`src/include/pfcs_map.svh`:
```
`ifndef PFCS_MAP_SVH
`define PFCS_MAP_SVH
// system clock
`define PFCS_CLK_NS        25
// write strobe low time and read access time, in ns
`define PFCS_WP_NS         40
`define PFCS_RD_NS         90
`define PFCS_WP_CYC        ((`PFCS_WP_NS + `PFCS_CLK_NS - 1) / `PFCS_CLK_NS)
`define PFCS_RD_CYC        ((`PFCS_RD_NS + `PFCS_CLK_NS - 1) / `PFCS_CLK_NS)
// longest internal byte program, in us
`define PFCS_PROG_US       20
`define PFCS_PROG_CYC      ((`PFCS_PROG_US * 1000 + `PFCS_CLK_NS - 1) / `PFCS_CLK_NS)
// unlock pattern and command codes
`define PFCS_UNLOCK_ADDR1  21'h05555
`define PFCS_UNLOCK_ADDR2  21'h02aaa
`define PFCS_UNLOCK_DATA1  8'haa
`define PFCS_UNLOCK_DATA2  8'h55
`define PFCS_PROG_CODE     8'ha0
`define PFCS_ERASE_CODE    8'h80
`define PFCS_SECT_CODE     8'h30
`define PFCS_BLOCK_CODE    8'h50
`define PFCS_CHIP_CODE     8'h10
`define PFCS_ERASED        8'hff
// erase address granularity and status bit positions
`define PFCS_SECT_LSB      12
`define PFCS_BLOCK_LSB     16
`define PFCS_POLL_BIT      7
`define PFCS_TOGGLE_BIT    6
// bus cycles per sequence
`define PFCS_PROG_STEPS    4
`define PFCS_ERASE_STEPS   6
`endif

```
`src/include/pfcs_pkg.sv`:
```
`default_nettype none
package pfcs_pkg;
   typedef enum logic [2:0] {OP_READ, OP_PROG, OP_SECT, OP_BLOCK, OP_CHIP} pfcs_op_type;
   typedef enum logic [2:0] {SEQ_IDLE, SEQ_READ, SEQ_WRITE, SEQ_POLL, SEQ_CONFIRM}
      pfcs_seq_state_type;
   typedef enum logic [2:0] {CYC_IDLE, CYC_SETUP, CYC_STROBE, CYC_HOLD, CYC_DONE}
      pfcs_cyc_state_type;
endpackage : pfcs_pkg
`default_nettype wire

```
`src/include/pfcs_cyc_if.sv`:
```
`timescale 1ns/1ps
`default_nettype none
interface pfcs_cyc_if #(parameter int ADDR_W = 21) ();
   logic              req;
   logic              wr;
   logic [ADDR_W-1:0] addr;
   logic [7:0]        wdata;
   logic              done;
   logic [7:0]        rdata;
   modport master (output req, output wr, output addr, output wdata, input done, input rdata);
   modport engine (input req, input wr, input addr, input wdata, output done, output rdata);
endinterface : pfcs_cyc_if
`default_nettype wire

```
`src/rtl/pfcs_bus_cycle.sv`:
```
`timescale 1ns/1ps
`default_nettype none
`include "pfcs_map.svh"
module pfcs_bus_cycle import pfcs_pkg::*; #(
   parameter int ADDR_W = 21
) (
   input  wire logic              i_clk,
   input  wire logic              i_rst_n,
   pfcs_cyc_if.engine             cyc,
   output logic                   o_ce_n,
   output logic                   o_oe_n,
   output logic                   o_we_n,
   output logic [ADDR_W-1:0]      o_addr,
   input  wire logic [7:0]        i_dq,
   output logic [7:0]             o_dq,
   output logic                   o_dq_oe
);
   pfcs_cyc_state_type state_reg, state_next;
   logic [3:0]         cnt_reg, cnt_next;
   logic               wr_reg, wr_next;
   logic               ce_n_reg, ce_n_next, oe_n_reg, oe_n_next, we_n_reg, we_n_next;
   logic [ADDR_W-1:0]  addr_reg, addr_next;
   logic [7:0]         dq_reg, dq_next, rdata_reg, rdata_next;
   logic               dq_oe_reg, dq_oe_next;
   logic [7:0]         sync1_reg, sync2_reg;

   always_comb begin
      state_next = state_reg;
      cnt_next   = cnt_reg;
      wr_next    = wr_reg;
      ce_n_next  = ce_n_reg;
      oe_n_next  = oe_n_reg;
      we_n_next  = we_n_reg;
      addr_next  = addr_reg;
      dq_next    = dq_reg;
      dq_oe_next = dq_oe_reg;
      rdata_next = rdata_reg;
      unique case (state_reg)
         CYC_IDLE: if (cyc.req) begin
            ce_n_next  = 1'b0;
            oe_n_next  = cyc.wr;
            wr_next    = cyc.wr;
            addr_next  = cyc.addr;
            dq_next    = cyc.wdata;
            dq_oe_next = cyc.wr;
            state_next = CYC_SETUP;
         end
         CYC_SETUP: begin
            // address settles under chip select before the write strobe falls; on reads output enable fell with chip select
            we_n_next  = !wr_reg;
            cnt_next   = wr_reg ? 4'(`PFCS_WP_CYC - 1) : 4'(`PFCS_RD_CYC + 1);
            state_next = CYC_STROBE;
         end
         CYC_STROBE: if (cnt_reg == 4'h0) begin
            if (wr_reg) begin
               we_n_next  = 1'b1;
               state_next = CYC_HOLD;
            end else begin
               rdata_next = sync2_reg;
               ce_n_next  = 1'b1;
               oe_n_next  = 1'b1;
               state_next = CYC_DONE;
            end
         end else begin
            cnt_next = cnt_reg - 4'h1;
         end
         CYC_HOLD: begin
            ce_n_next  = 1'b1;
            state_next = CYC_DONE;
         end
         CYC_DONE: begin
            dq_oe_next = 1'b0;
            state_next = CYC_IDLE;
         end
         default: state_next = CYC_IDLE;
      endcase
   end

   always_ff @(posedge i_clk or negedge i_rst_n) begin
      if (!i_rst_n) begin
         state_reg <= CYC_IDLE;
         cnt_reg   <= 4'h0;
         wr_reg    <= 1'b0;
         ce_n_reg  <= 1'b1;
         oe_n_reg  <= 1'b1;
         we_n_reg  <= 1'b1;
         addr_reg  <= '0;
         dq_reg    <= 8'h00;
         dq_oe_reg <= 1'b0;
         rdata_reg <= 8'h00;
         sync1_reg <= 8'h00;
         sync2_reg <= 8'h00;
      end else begin
         state_reg <= state_next;
         cnt_reg   <= cnt_next;
         wr_reg    <= wr_next;
         ce_n_reg  <= ce_n_next;
         oe_n_reg  <= oe_n_next;
         we_n_reg  <= we_n_next;
         addr_reg  <= addr_next;
         dq_reg    <= dq_next;
         dq_oe_reg <= dq_oe_next;
         rdata_reg <= rdata_next;
         sync1_reg <= i_dq;
         sync2_reg <= sync1_reg;
      end
   end

   assign cyc.done  = (state_reg == CYC_DONE);
   assign cyc.rdata = rdata_reg;
   assign o_ce_n    = ce_n_reg;
   assign o_oe_n    = oe_n_reg;
   assign o_we_n    = we_n_reg;
   assign o_addr    = addr_reg;
   assign o_dq      = dq_reg;
   assign o_dq_oe   = dq_oe_reg;
endmodule : pfcs_bus_cycle
`default_nettype wire

```
`src/rtl/pfcs_sequencer.sv`:
```
// How it works
// - write cycles pull the write strobe low only while chip select is low.
// - the user must erase the sector before programming bytes in it.
// - program is three unlock writes plus one address and data write.
// - sector erase is six writes ending with 30h at a 4 KB sector.
// - block erase is six writes ending with 50h at a 64 KB block.
// - chip erase is six writes ending with 10h at 5555h.
// - apparent completion is confirmed by two more reads of the location.
`timescale 1ns/1ps
`default_nettype none
`include "pfcs_map.svh"
module pfcs_sequencer import pfcs_pkg::*; #(
   parameter int ADDR_W        = 21,
   parameter int ERASE_TMO_CYC = 8000000
) (
   input  wire logic              I_SYS_CLK,
   input  wire logic              I_RST_N,
   input  wire logic              I_CMD_VALID,
   input  wire pfcs_op_type       I_CMD_OP,
   input  wire logic [ADDR_W-1:0] I_CMD_ADDR,
   input  wire logic [7:0]        I_CMD_DATA,
   output logic                   O_CMD_READY,
   output logic                   O_DONE,
   output logic                   O_ERROR,
   output logic [7:0]             O_RD_DATA,
   output logic                   O_FLASH_CE_N,
   output logic                   O_FLASH_OE_N,
   output logic                   O_FLASH_WE_N,
   output logic [ADDR_W-1:0]      O_FLASH_ADDR,
   input  wire logic [7:0]        I_FLASH_DQ,
   output logic [7:0]             O_FLASH_DQ,
   output logic                   O_FLASH_DQ_OE
);
   if (ADDR_W != 20 && ADDR_W != 21) begin : g_bad_addr_w
      $error("ADDR_W must be 20 or 21");
   end
   if (ERASE_TMO_CYC < `PFCS_PROG_CYC || ERASE_TMO_CYC >= (1 << 24)) begin : g_bad_tmo
      $error("ERASE_TMO_CYC out of range");
   end

   pfcs_cyc_if #(.ADDR_W(ADDR_W)) cyc ();

   pfcs_bus_cycle #(.ADDR_W(ADDR_W)) u_cycle (
      .i_clk   (I_SYS_CLK),
      .i_rst_n (I_RST_N),
      .cyc     (cyc),
      .o_ce_n  (O_FLASH_CE_N),
      .o_oe_n  (O_FLASH_OE_N),
      .o_we_n  (O_FLASH_WE_N),
      .o_addr  (O_FLASH_ADDR),
      .i_dq    (I_FLASH_DQ),
      .o_dq    (O_FLASH_DQ),
      .o_dq_oe (O_FLASH_DQ_OE)
   );

   // address and data byte of one step of a command sequence
   function automatic logic [ADDR_W+7:0] seq_word(input pfcs_op_type op,
                                                  input logic [2:0] step,
                                                  input logic [ADDR_W-1:0] addr,
                                                  input logic [7:0] data);
      logic [ADDR_W-1:0] a1;
      logic [ADDR_W-1:0] a2;
      a1 = ADDR_W'(`PFCS_UNLOCK_ADDR1);
      a2 = ADDR_W'(`PFCS_UNLOCK_ADDR2);
      unique case (step)
         3'd0: seq_word = {a1, `PFCS_UNLOCK_DATA1};
         3'd1: seq_word = {a2, `PFCS_UNLOCK_DATA2};
         3'd2: seq_word = {a1, (op == OP_PROG) ? `PFCS_PROG_CODE : `PFCS_ERASE_CODE};
         3'd3: seq_word = (op == OP_PROG) ? {addr, data} : {a1, `PFCS_UNLOCK_DATA1};
         3'd4: seq_word = {a2, `PFCS_UNLOCK_DATA2};
         default: begin
            unique case (op)
               OP_SECT:  seq_word = {addr[ADDR_W-1:`PFCS_SECT_LSB], 12'h000,
                                     `PFCS_SECT_CODE};
               OP_BLOCK: seq_word = {addr[ADDR_W-1:`PFCS_BLOCK_LSB], 16'h0000,
                                     `PFCS_BLOCK_CODE};
               default:  seq_word = {a1, `PFCS_CHIP_CODE};
            endcase
         end
      endcase
   endfunction : seq_word

   pfcs_seq_state_type state_reg, state_next;
   pfcs_op_type        op_reg, op_next;
   logic [ADDR_W-1:0]  addr_reg, addr_next;
   logic [7:0]         data_reg, data_next;
   logic [2:0]         step_reg, step_next;
   logic [7:0]         prev_reg, prev_next;
   logic               have_prev_reg, have_prev_next;
   logic               conf_reg, conf_next;
   logic [23:0]        tmo_reg, tmo_next;
   logic               done_reg, done_next, err_reg, err_next;
   logic [7:0]         rd_reg, rd_next;
   logic [ADDR_W+7:0]  word;
   logic [2:0]         last_step;
   logic [7:0]         expect_byte;
   logic               timed_out;

   assign word        = seq_word(op_reg, step_reg, addr_reg, data_reg);
   assign last_step   = (op_reg == OP_PROG) ? 3'(`PFCS_PROG_STEPS - 1) : 3'(`PFCS_ERASE_STEPS - 1);
   // program reads back the written byte, erases read back all ones
   assign expect_byte = (op_reg == OP_PROG) ? data_reg : `PFCS_ERASED;
   assign timed_out   = (op_reg == OP_PROG) ? (tmo_reg >= 24'(`PFCS_PROG_CYC))
                                            : (tmo_reg >= 24'(ERASE_TMO_CYC));

   always_comb begin
      state_next     = state_reg;
      op_next        = op_reg;
      addr_next      = addr_reg;
      data_next      = data_reg;
      step_next      = step_reg;
      prev_next      = prev_reg;
      have_prev_next = have_prev_reg;
      conf_next      = conf_reg;
      err_next       = err_reg;
      rd_next        = rd_reg;
      done_next      = 1'b0;
      tmo_next       = (state_reg == SEQ_POLL || state_reg == SEQ_CONFIRM) ? tmo_reg + 24'h1
                                                                           : 24'h0;
      unique case (state_reg)
         SEQ_IDLE: if (I_CMD_VALID && I_CMD_OP <= OP_CHIP) begin
            op_next        = I_CMD_OP;
            addr_next      = I_CMD_ADDR;
            data_next      = I_CMD_DATA;
            step_next      = 3'h0;
            have_prev_next = 1'b0;
            err_next       = 1'b0;
            state_next     = (I_CMD_OP == OP_READ) ? SEQ_READ : SEQ_WRITE;
         end
         SEQ_READ: if (cyc.done) begin
            rd_next    = cyc.rdata;
            done_next  = 1'b1;
            state_next = SEQ_IDLE;
         end
         SEQ_WRITE: if (cyc.done) begin
            if (step_reg == last_step) begin
               state_next = SEQ_POLL;
            end else begin
               step_next = step_reg + 3'h1;
            end
         end
         SEQ_POLL: if (cyc.done) begin
            prev_next      = cyc.rdata;
            have_prev_next = 1'b1;
            if (timed_out) begin
               err_next   = 1'b1;
               done_next  = 1'b1;
               state_next = SEQ_IDLE;
            end else if (have_prev_reg &&
                         cyc.rdata[`PFCS_TOGGLE_BIT] == prev_reg[`PFCS_TOGGLE_BIT]) begin
               conf_next  = 1'b0;
               state_next = SEQ_CONFIRM;
            end
         end
         SEQ_CONFIRM: if (cyc.done) begin
            if (timed_out) begin
               err_next   = 1'b1;
               done_next  = 1'b1;
               state_next = SEQ_IDLE;
            end else if (cyc.rdata == expect_byte) begin
               conf_next = 1'b1;
               if (conf_reg) begin
                  rd_next    = cyc.rdata;
                  done_next  = 1'b1;
                  state_next = SEQ_IDLE;
               end
            end else begin
               have_prev_next = 1'b0;
               state_next     = SEQ_POLL;
            end
         end
         default: state_next = SEQ_IDLE;
      endcase
   end

   always_ff @(posedge I_SYS_CLK or negedge I_RST_N) begin
      if (!I_RST_N) begin
         state_reg     <= SEQ_IDLE;
         op_reg        <= OP_READ;
         addr_reg      <= '0;
         data_reg      <= 8'h00;
         step_reg      <= 3'h0;
         prev_reg      <= 8'h00;
         have_prev_reg <= 1'b0;
         conf_reg      <= 1'b0;
         tmo_reg       <= 24'h0;
         done_reg      <= 1'b0;
         err_reg       <= 1'b0;
         rd_reg        <= 8'h00;
      end else begin
         state_reg     <= state_next;
         op_reg        <= op_next;
         addr_reg      <= addr_next;
         data_reg      <= data_next;
         step_reg      <= step_next;
         prev_reg      <= prev_next;
         have_prev_reg <= have_prev_next;
         conf_reg      <= conf_next;
         tmo_reg       <= tmo_next;
         done_reg      <= done_next;
         err_reg       <= err_next;
         rd_reg        <= rd_next;
      end
   end

   // new commands wait until the running operation has finished
   assign O_CMD_READY = (state_reg == SEQ_IDLE);
   assign O_DONE      = done_reg;
   assign O_ERROR     = err_reg;
   assign O_RD_DATA   = rd_reg;
   assign cyc.req     = (state_reg != SEQ_IDLE);
   assign cyc.wr      = (state_reg == SEQ_WRITE);
   assign cyc.addr    = (state_reg == SEQ_WRITE) ? word[ADDR_W+7:8] : addr_reg;
   assign cyc.wdata   = word[7:0];
endmodule : pfcs_sequencer
`default_nettype wire

```
`config.mk`:
```
export PLATFORM = sky130hd
export DESIGN_NAME = pfcs_sequencer
export DESIGN_NICKNAME = d
export VERILOG_FILES = /design/src/include/pfcs_pkg.sv /design/src/include/pfcs_cyc_if.sv /design/src/rtl/pfcs_bus_cycle.sv /design/src/rtl/pfcs_sequencer.sv
export VERILOG_INCLUDE_DIRS = /design/src /design/src/include
export SDC_FILE = /design/constraint.sdc
export NUM_CORES = 1
export LEC_CHECK = 0
export ABC_AREA = 0
export BUFFER_PORTS_ARGS = -buffer_cell sky130_fd_sc_hd__buf_2
export CELL_PAD_IN_SITES_DETAIL_PLACEMENT = 0
export CELL_PAD_IN_SITES_GLOBAL_PLACEMENT = 1
export CORE_MARGIN = 2
export CORE_UTILIZATION = 40
export DETAILED_ROUTE_END_ITERATION = 10
export HOLD_SLACK_MARGIN = 0.03
export PLACE_DENSITY_LB_ADDON = 0.2
export SYNTH_ARGS = -nofsm -noshare
export SYNTH_HDL_FRONTEND = slang
export SYNTH_SLANG_ARGS = --single-unit
```
`constraint.sdc`:
```
create_clock -name I_SYS_CLK -period 2.35 [get_ports I_SYS_CLK]
set_input_delay 0.1175 -clock I_SYS_CLK [delete_from_list [all_inputs] [get_ports I_SYS_CLK]]
set_output_delay 0.1175 -clock I_SYS_CLK [all_outputs]
set_load 0.01 [all_outputs]
```
Word level (Yosys, flattened, before mapping)

Cells that the tools add are included.

Add/sub/neg operators: 3
Magnitude comparators: 3
Equality and inequality tests: 40
Multiplexer cells: 73
Bitwise logic cells: 1
Reductions and logical operators: 37

Operators with widths:

| kind                    | number |
|---|---|
| $pmux W29 S4            | 1 |
| $pmux W29 S2            | 1 |
| $mux W3                 | 19 |
| $mux W8                 | 6 |
| $mux W29                | 1 |
| $mux W1                 | 27 |
| $ne A2 B2 Y1 const B    | 13 |
| $add A24 B1 Y24 const B | 1 |
| $eq A3 B2 Y1 const B    | 8 |
| $ge A24 B10 Y1 const B  | 1 |
| $ge A24 B23 Y1 const B  | 1 |
| $mux W24                | 1 |
| $mux W21                | 1 |
| $pmux W8 S2             | 1 |
| $reduce_and A4 Y1       | 4 |
| $pmux W3 S5             | 1 |
| $ne A2 B1 Y1 const B    | 7 |
| $reduce_bool A2 Y1      | 7 |
| $eq A3 B1 Y1 const B    | 4 |
| $logic_not A3 Y1        | 4 |
| $pmux W3 S4             | 1 |
| $reduce_and A2 Y1       | 6 |
| $reduce_and A6 Y1       | 2 |
| $pmux W1 S2             | 5 |
| other kinds (25)        | 34 |

Register bits: 146
Input bits: 43
Output and inout bits: 44
Logic and storage cells: 181

Longest topological paths before layout

Depth in word-level cells: 7
Gate-level depth with buffers: 10
Depth with buffers taken out: 9

Cells and area by module

A second synthesis with hierarchy kept.

Cells, all modules: 560
Area, all modules: 6550.0 um2

Modules (own cells, without submodules):

| module         | instances | cells each | area an instance (um2) | sequential area each (um2) |
|---|---|---|---|---|
| pfcs_sequencer | 1         | 401        | 4083.9                 | 1876.8 |
| pfcs_bus_cycle | 1         | 159        | 2466.1                 | 1630.3 |

Worst setup path after synthesis

No wires, ideal clock.

Path type: register to register
Start point: register tmo_reg[16]
End point: register rd_reg[0] (netlist: O_RD_DATA[0])
Library setup time: 125 ps
Arrival time: 2378 ps
Data required time: 2225 ps
Setup slack: -154 ps
Stages on the path, launching flop included: 9
Path buffers: 1
Period minus slack after synthesis: 2504 ps
Path through: dfrtp_1 or4_1 o311ai_0 nand2_1 o41ai_1 a41oi_1 a2111o_1 buf_6 mux2_4

Cells in the longest elaborated chain, start to end: 4
Elaborated cells between the ends (all ways): 5
Classes of those cells: order compare: 2; eq/ne: 1; mux: 1; reduce/logical: 1

RTL lines:

| what                                                    | RTL line                                     | source |
|---|---|---|
| start, declared                                         | pfcs_sequencer.sv:91                         | `logic [23:0] tmo_reg, tmo_next;` |
| start signal, assigned                                  | pfcs_sequencer.sv:199                        | `tmo_reg <= tmo_next;` |
| $ge A24 B23 Y1 / $ge A24 B10 Y1 (equally long branches) | pfcs_sequencer.sv:104, pfcs_sequencer.sv:103 |  |
| $mux W1 *                                               | pfcs_sequencer.sv:103                        | `` assign timed_out = (op_reg == OP_PROG) ? (tmo_reg >= 24'(`PFCS_PROG_CYC)) `` |
| $ne A2 B2 Y1 (no source line) *                         | -                                            |  |
| $reduce_and A6 Y1 (no source line) *                    | -                                            |  |
| end signal, assigned                                    | pfcs_sequencer.sv:202                        | `rd_reg <= rd_next;` |
| end, declared                                           | pfcs_sequencer.sv:93                         | `logic [7:0] rd_reg, rd_next;` |

Every way passes the cells marked *; elsewhere a longest branch is shown, timed or not.
A chain may end at the register's enable or synchronous reset.

Final worst setup path

Start point: register op_reg[2]
End point: register rd_reg[7] (netlist: O_RD_DATA[7])

Cells in the longest elaborated chain, start to end: 5
Elaborated cells between the ends (all ways): 7
Classes of those cells: eq/ne: 4; mux: 2; reduce/logical: 1

RTL lines:

| what                                 | RTL line                                     | source |
|---|---|---|
| start, declared                      | pfcs_sequencer.sv:84                         | `pfcs_op_type op_reg, op_next;` |
| start signal, assigned               | pfcs_sequencer.sv:192                        | `op_reg <= op_next;` |
| $eq A3 B1 Y1 *                       | pfcs_sequencer.sv:102, pfcs_sequencer.sv:103 |  |
| $mux W8 (no source line)             | -                                            |  |
| $eq A8 B8 Y1                         | pfcs_sequencer.sv:160                        | `end else if (cyc.rdata == expect_byte) begin` |
| $ne A2 B1 Y1 (no source line)        | -                                            |  |
| $reduce_and A6 Y1 (no source line) * | -                                            |  |

Marks and branches as above.

==> metrics.txt <==
Die Wd 129 µm; sw frac 37.7%; initial antenna violation count 0; GP Congestion roughly 0.85; total wire length 15.9 mm; overflow left after global routing 0; max-slew violations 0; Worst R2R End O_RD_DATA[7]; Pwr Density 1250 nW/µm²; RSZ-0062 raised after global routing true; number of detailed-route iterations in the first pass 5; multiplexer share of the synthesized area 5.09%; later-pin clock latency in the skew report 0.42 ns; mapped cell area 6290 µm²; post-DP HPWL 10.9 mm; share of cells above drive strength 1 27.5%; Synth Area in Compound Gates 11.2%; max FFs per register 24; largest family of logic cells by synthesized area simple AND/OR/NAND/NOR gates; ANT nets after route 0; outcome finished, violations left; Simple-Gate Fraction of Synth Area 19.9%; CTS tree yes; Max VDD drop 648 µV; Buffers & Inverters on Critical Path 2; vias in the first global route 5331; failing checks negative setup slack; clk sinks 140; Post-Synthesis Cells ~630; clock skew 0.00793 ns; Initial Util 41.2%; crit path kind reg -> reg; PortBufs between 80 and 90; Vias/cell roughly 5.1; async set or reset register ratio after synthesis 100%; Leak Pwr 3.97 nW; via count between 5k and 6k; die area 16700 µm²; Post-Synth Adder-Cell Area 1.59%; slew margin rel. 45.8%; Syn Area/Cell approximately 10 µm²; I/O pin cnt 87; most frequent cells in the layout 135 x dfrtp_1, 129 x nand2_1, 86 x buf_2, 76 x nor2_1, 57 x buf_4; Flop pwr share 36.9%; crit-path max cell delay 0.40 ns; worst path arrival time 2.80 ns; DR iter-0 viols 394; commonest non-fill, non-tap cell in the layout dfrtp_1; row count 45; Layout fillers 1362; multi-input logic area 2710 µm²; clock share of power 25.3%; Routed wire per std cell 15.2 µm; DRC 0; nets 867; delay-heaviest family, CP simple AND/OR/NAND/NOR gates; NetSw 3.98 mW; first-pass GRT wire length 26.3 mm; post-route minimum period 2.50 ns; final number of hold-violating endpoints 0; reg2reg setup slack -0.15 ns; Synth Flop Type dfrtp_1; internal power 6.57 mW; library cells used by synthesis 55; Slowest cell on crit path or3b_4; Seq cells post-synth 140; post-synthesis sequential area ratio 55.8%; min-delay worst type in -> reg; Antenna diodes 0; CTS H-Tree Depth 4; Worst path most repeated cell buf_6; CP Max Fanout 8; Comb pwr share around 38%; R2R depth 9; Synth Area in XOR/XNOR 3.62%; Critical Path Start op_reg[2]; Final period util 106%; Setup crit end kind flop; Setup crit start kind flop; final core utilization 55.3%; worst slew pin tran 0.811 ns; Root Driver clkbuf_16; crit path cell chain or3b_4 -> buf_6 -> nor4_4 -> a31oi_2 -> a22oi_2 -> nand2_1 -> a2111o_1 -> buf_6 -> mux2_4; Layout area overhead 34.1%; Post-synth EDFFs 0; Final Setup Violations 11; core area 15300 µm²; Fmax 400 MHz; max cap viols 0; gr usage total between 20 and 25%; CTS buffer count 17; Worst EP required 2.66 ns; crit path to O_RD_DATA[7]; clock transition at the registers of the reported paths 0.06 ns; Max clock buf depth 2; largest net degree at the start of global routing 60; final worst-path setup slack -0.147 ns; FF/Latch Area 3510 µm²; worst slack, placed -0.228 ns; CP Depth 9; worst r2r src op_reg[2]; Ys Warns 0; Net Count, Synth 684; Die Y-Extent about 130 µm
power by group through the flow:
stage	Clock, mW	Combinational (mW)	Sequential (mW)
after detailed placement	0	3.83	3.90
after global routing	2.85	4.49	4.01
after CTS	2.72	3.97	3.88
after global placement	0	3.72	3.87
final	2.67	3.98	3.90
after floorplan	0	2.33	3.86
cell type report:
cell class | instances | area share, %
multi-input combinational | 457 | 32.2
sequential | 140 | 41.6
clock buffer | 20 | 5.42
timing repair buffer | 187 | 15.4
tap | 211 | 3.13
clock inverter | 12 | 1.62
inverter | 13 | 0.579
cell families after synthesis:
kind of cell / count (synthesis)
AO/OA/AOI/OAI: 113
XOR/XNOR: 26
multiplexers: 26
buffers and inverters: 36
adder cells (fa/ha/maj): 8
AND/OR/NAND/NOR: 284
flip-flops: 140
tightest hold or removal path: cells and delay by family:
family                 cells  cell delay [ns]
and+or+nand+nor            2             0.23
buffers and inverters      2             0.24
repair_timing:
item,CTS,global route
setup endpoints to repair,12,23
hold endpoints to repair,94,0
hold buffers,41,0
setup buffers,2,1
pin swaps,11,2
gates resized for setup,12,10
gates cloned,1,0
per-layer routing:
| metal | vias to the layer above | routed length, µm | GRT usage [%] |
|---|---|---|---|
| li1 | 2527 | - | - |
| met1 | 2600 | 7220 | 26.4 |
| met2 | 117 | 7700 | 32.6 |
| met3 | 31 | 568 | 4.42 |
| met4 | 0 | 371 | 9.08 |
| met5 | - | 0 | 0 |
per-stage QoR:
| stage | power [mW] | area [µm²] | setup TNS (ns) | instances | hold slack [ns] |
|---|---|---|---|---|---|
| CTS | 10.6 | 8380 | -0.865 | 1039 | 0.198 |
| detailed placement | 7.73 | 7300 | -1.85 | 963 | 0.124 |
| global route | 11.4 | 8430 | -2.30 | 1040 | 0.234 |
| finish | 10.6 | 8430 | -1.27 | 1040 | 0.210 |
| floorplan | 6.19 | 6310 | -0.429 | 633 | -0.178 |
| global placement | 7.59 | 7300 | -1.42 | 963 | 0.123 |
synth_stat cells, types with 4 or more instances:
cell | count | area, µm²
a22o_1 | 5 | 43.8
nor4_1 | 7 | 43.8
nor3_1 | 17 | 85.1
o211ai_1 | 5 | 37.5
nand4_1 | 6 | 37.5
nand2b_1 | 5 | 31.3
inv_1 | 13 | 48.8
a21oi_1 | 36 | 180
xor2_1 | 16 | 140
or3_1 | 5 | 31.3
dfrtp_1 | 137 | 3430
buf_6 | 4 | 45.0
nand3_1 | 10 | 50.1
a31oi_1 | 11 | 68.8
nand2_1 | 129 | 484
mux2_2 | 16 | 180
ha_1 | 8 | 100
xnor2_1 | 10 | 87.6
o21a_1 | 6 | 45.0
nor2b_1 | 7 | 43.8
clkbuf_1 | 16 | 60.1
o21ai_0 | 28 | 140
nor2_1 | 76 | 285
mux2_4 | 8 | 120
and2_1 | 8 | 50.1
worst min-delay path by stage:
| stage | start | end | slack, ns | cells after the start |
|---|---|---|---|---|
| 3_3_place_gp | I_RST_N | data_reg[0] | 0.12 | 1 |
| 3_5_place_dp | I_RST_N | data_reg[0] | 0.12 | 1 |
| 6_report | I_CMD_VALID | O_ERROR | 0.21 | 4 |
| 4_1_cts | I_CMD_VALID | O_ERROR | 0.20 | 4 |
| 2_1_floorplan | I_RST_N | O_DONE | -0.18 | 0 |
| 5_1_grt | I_CMD_VALID | O_ERROR | 0.23 | 4 |
(Power assumes the default switching activity.)
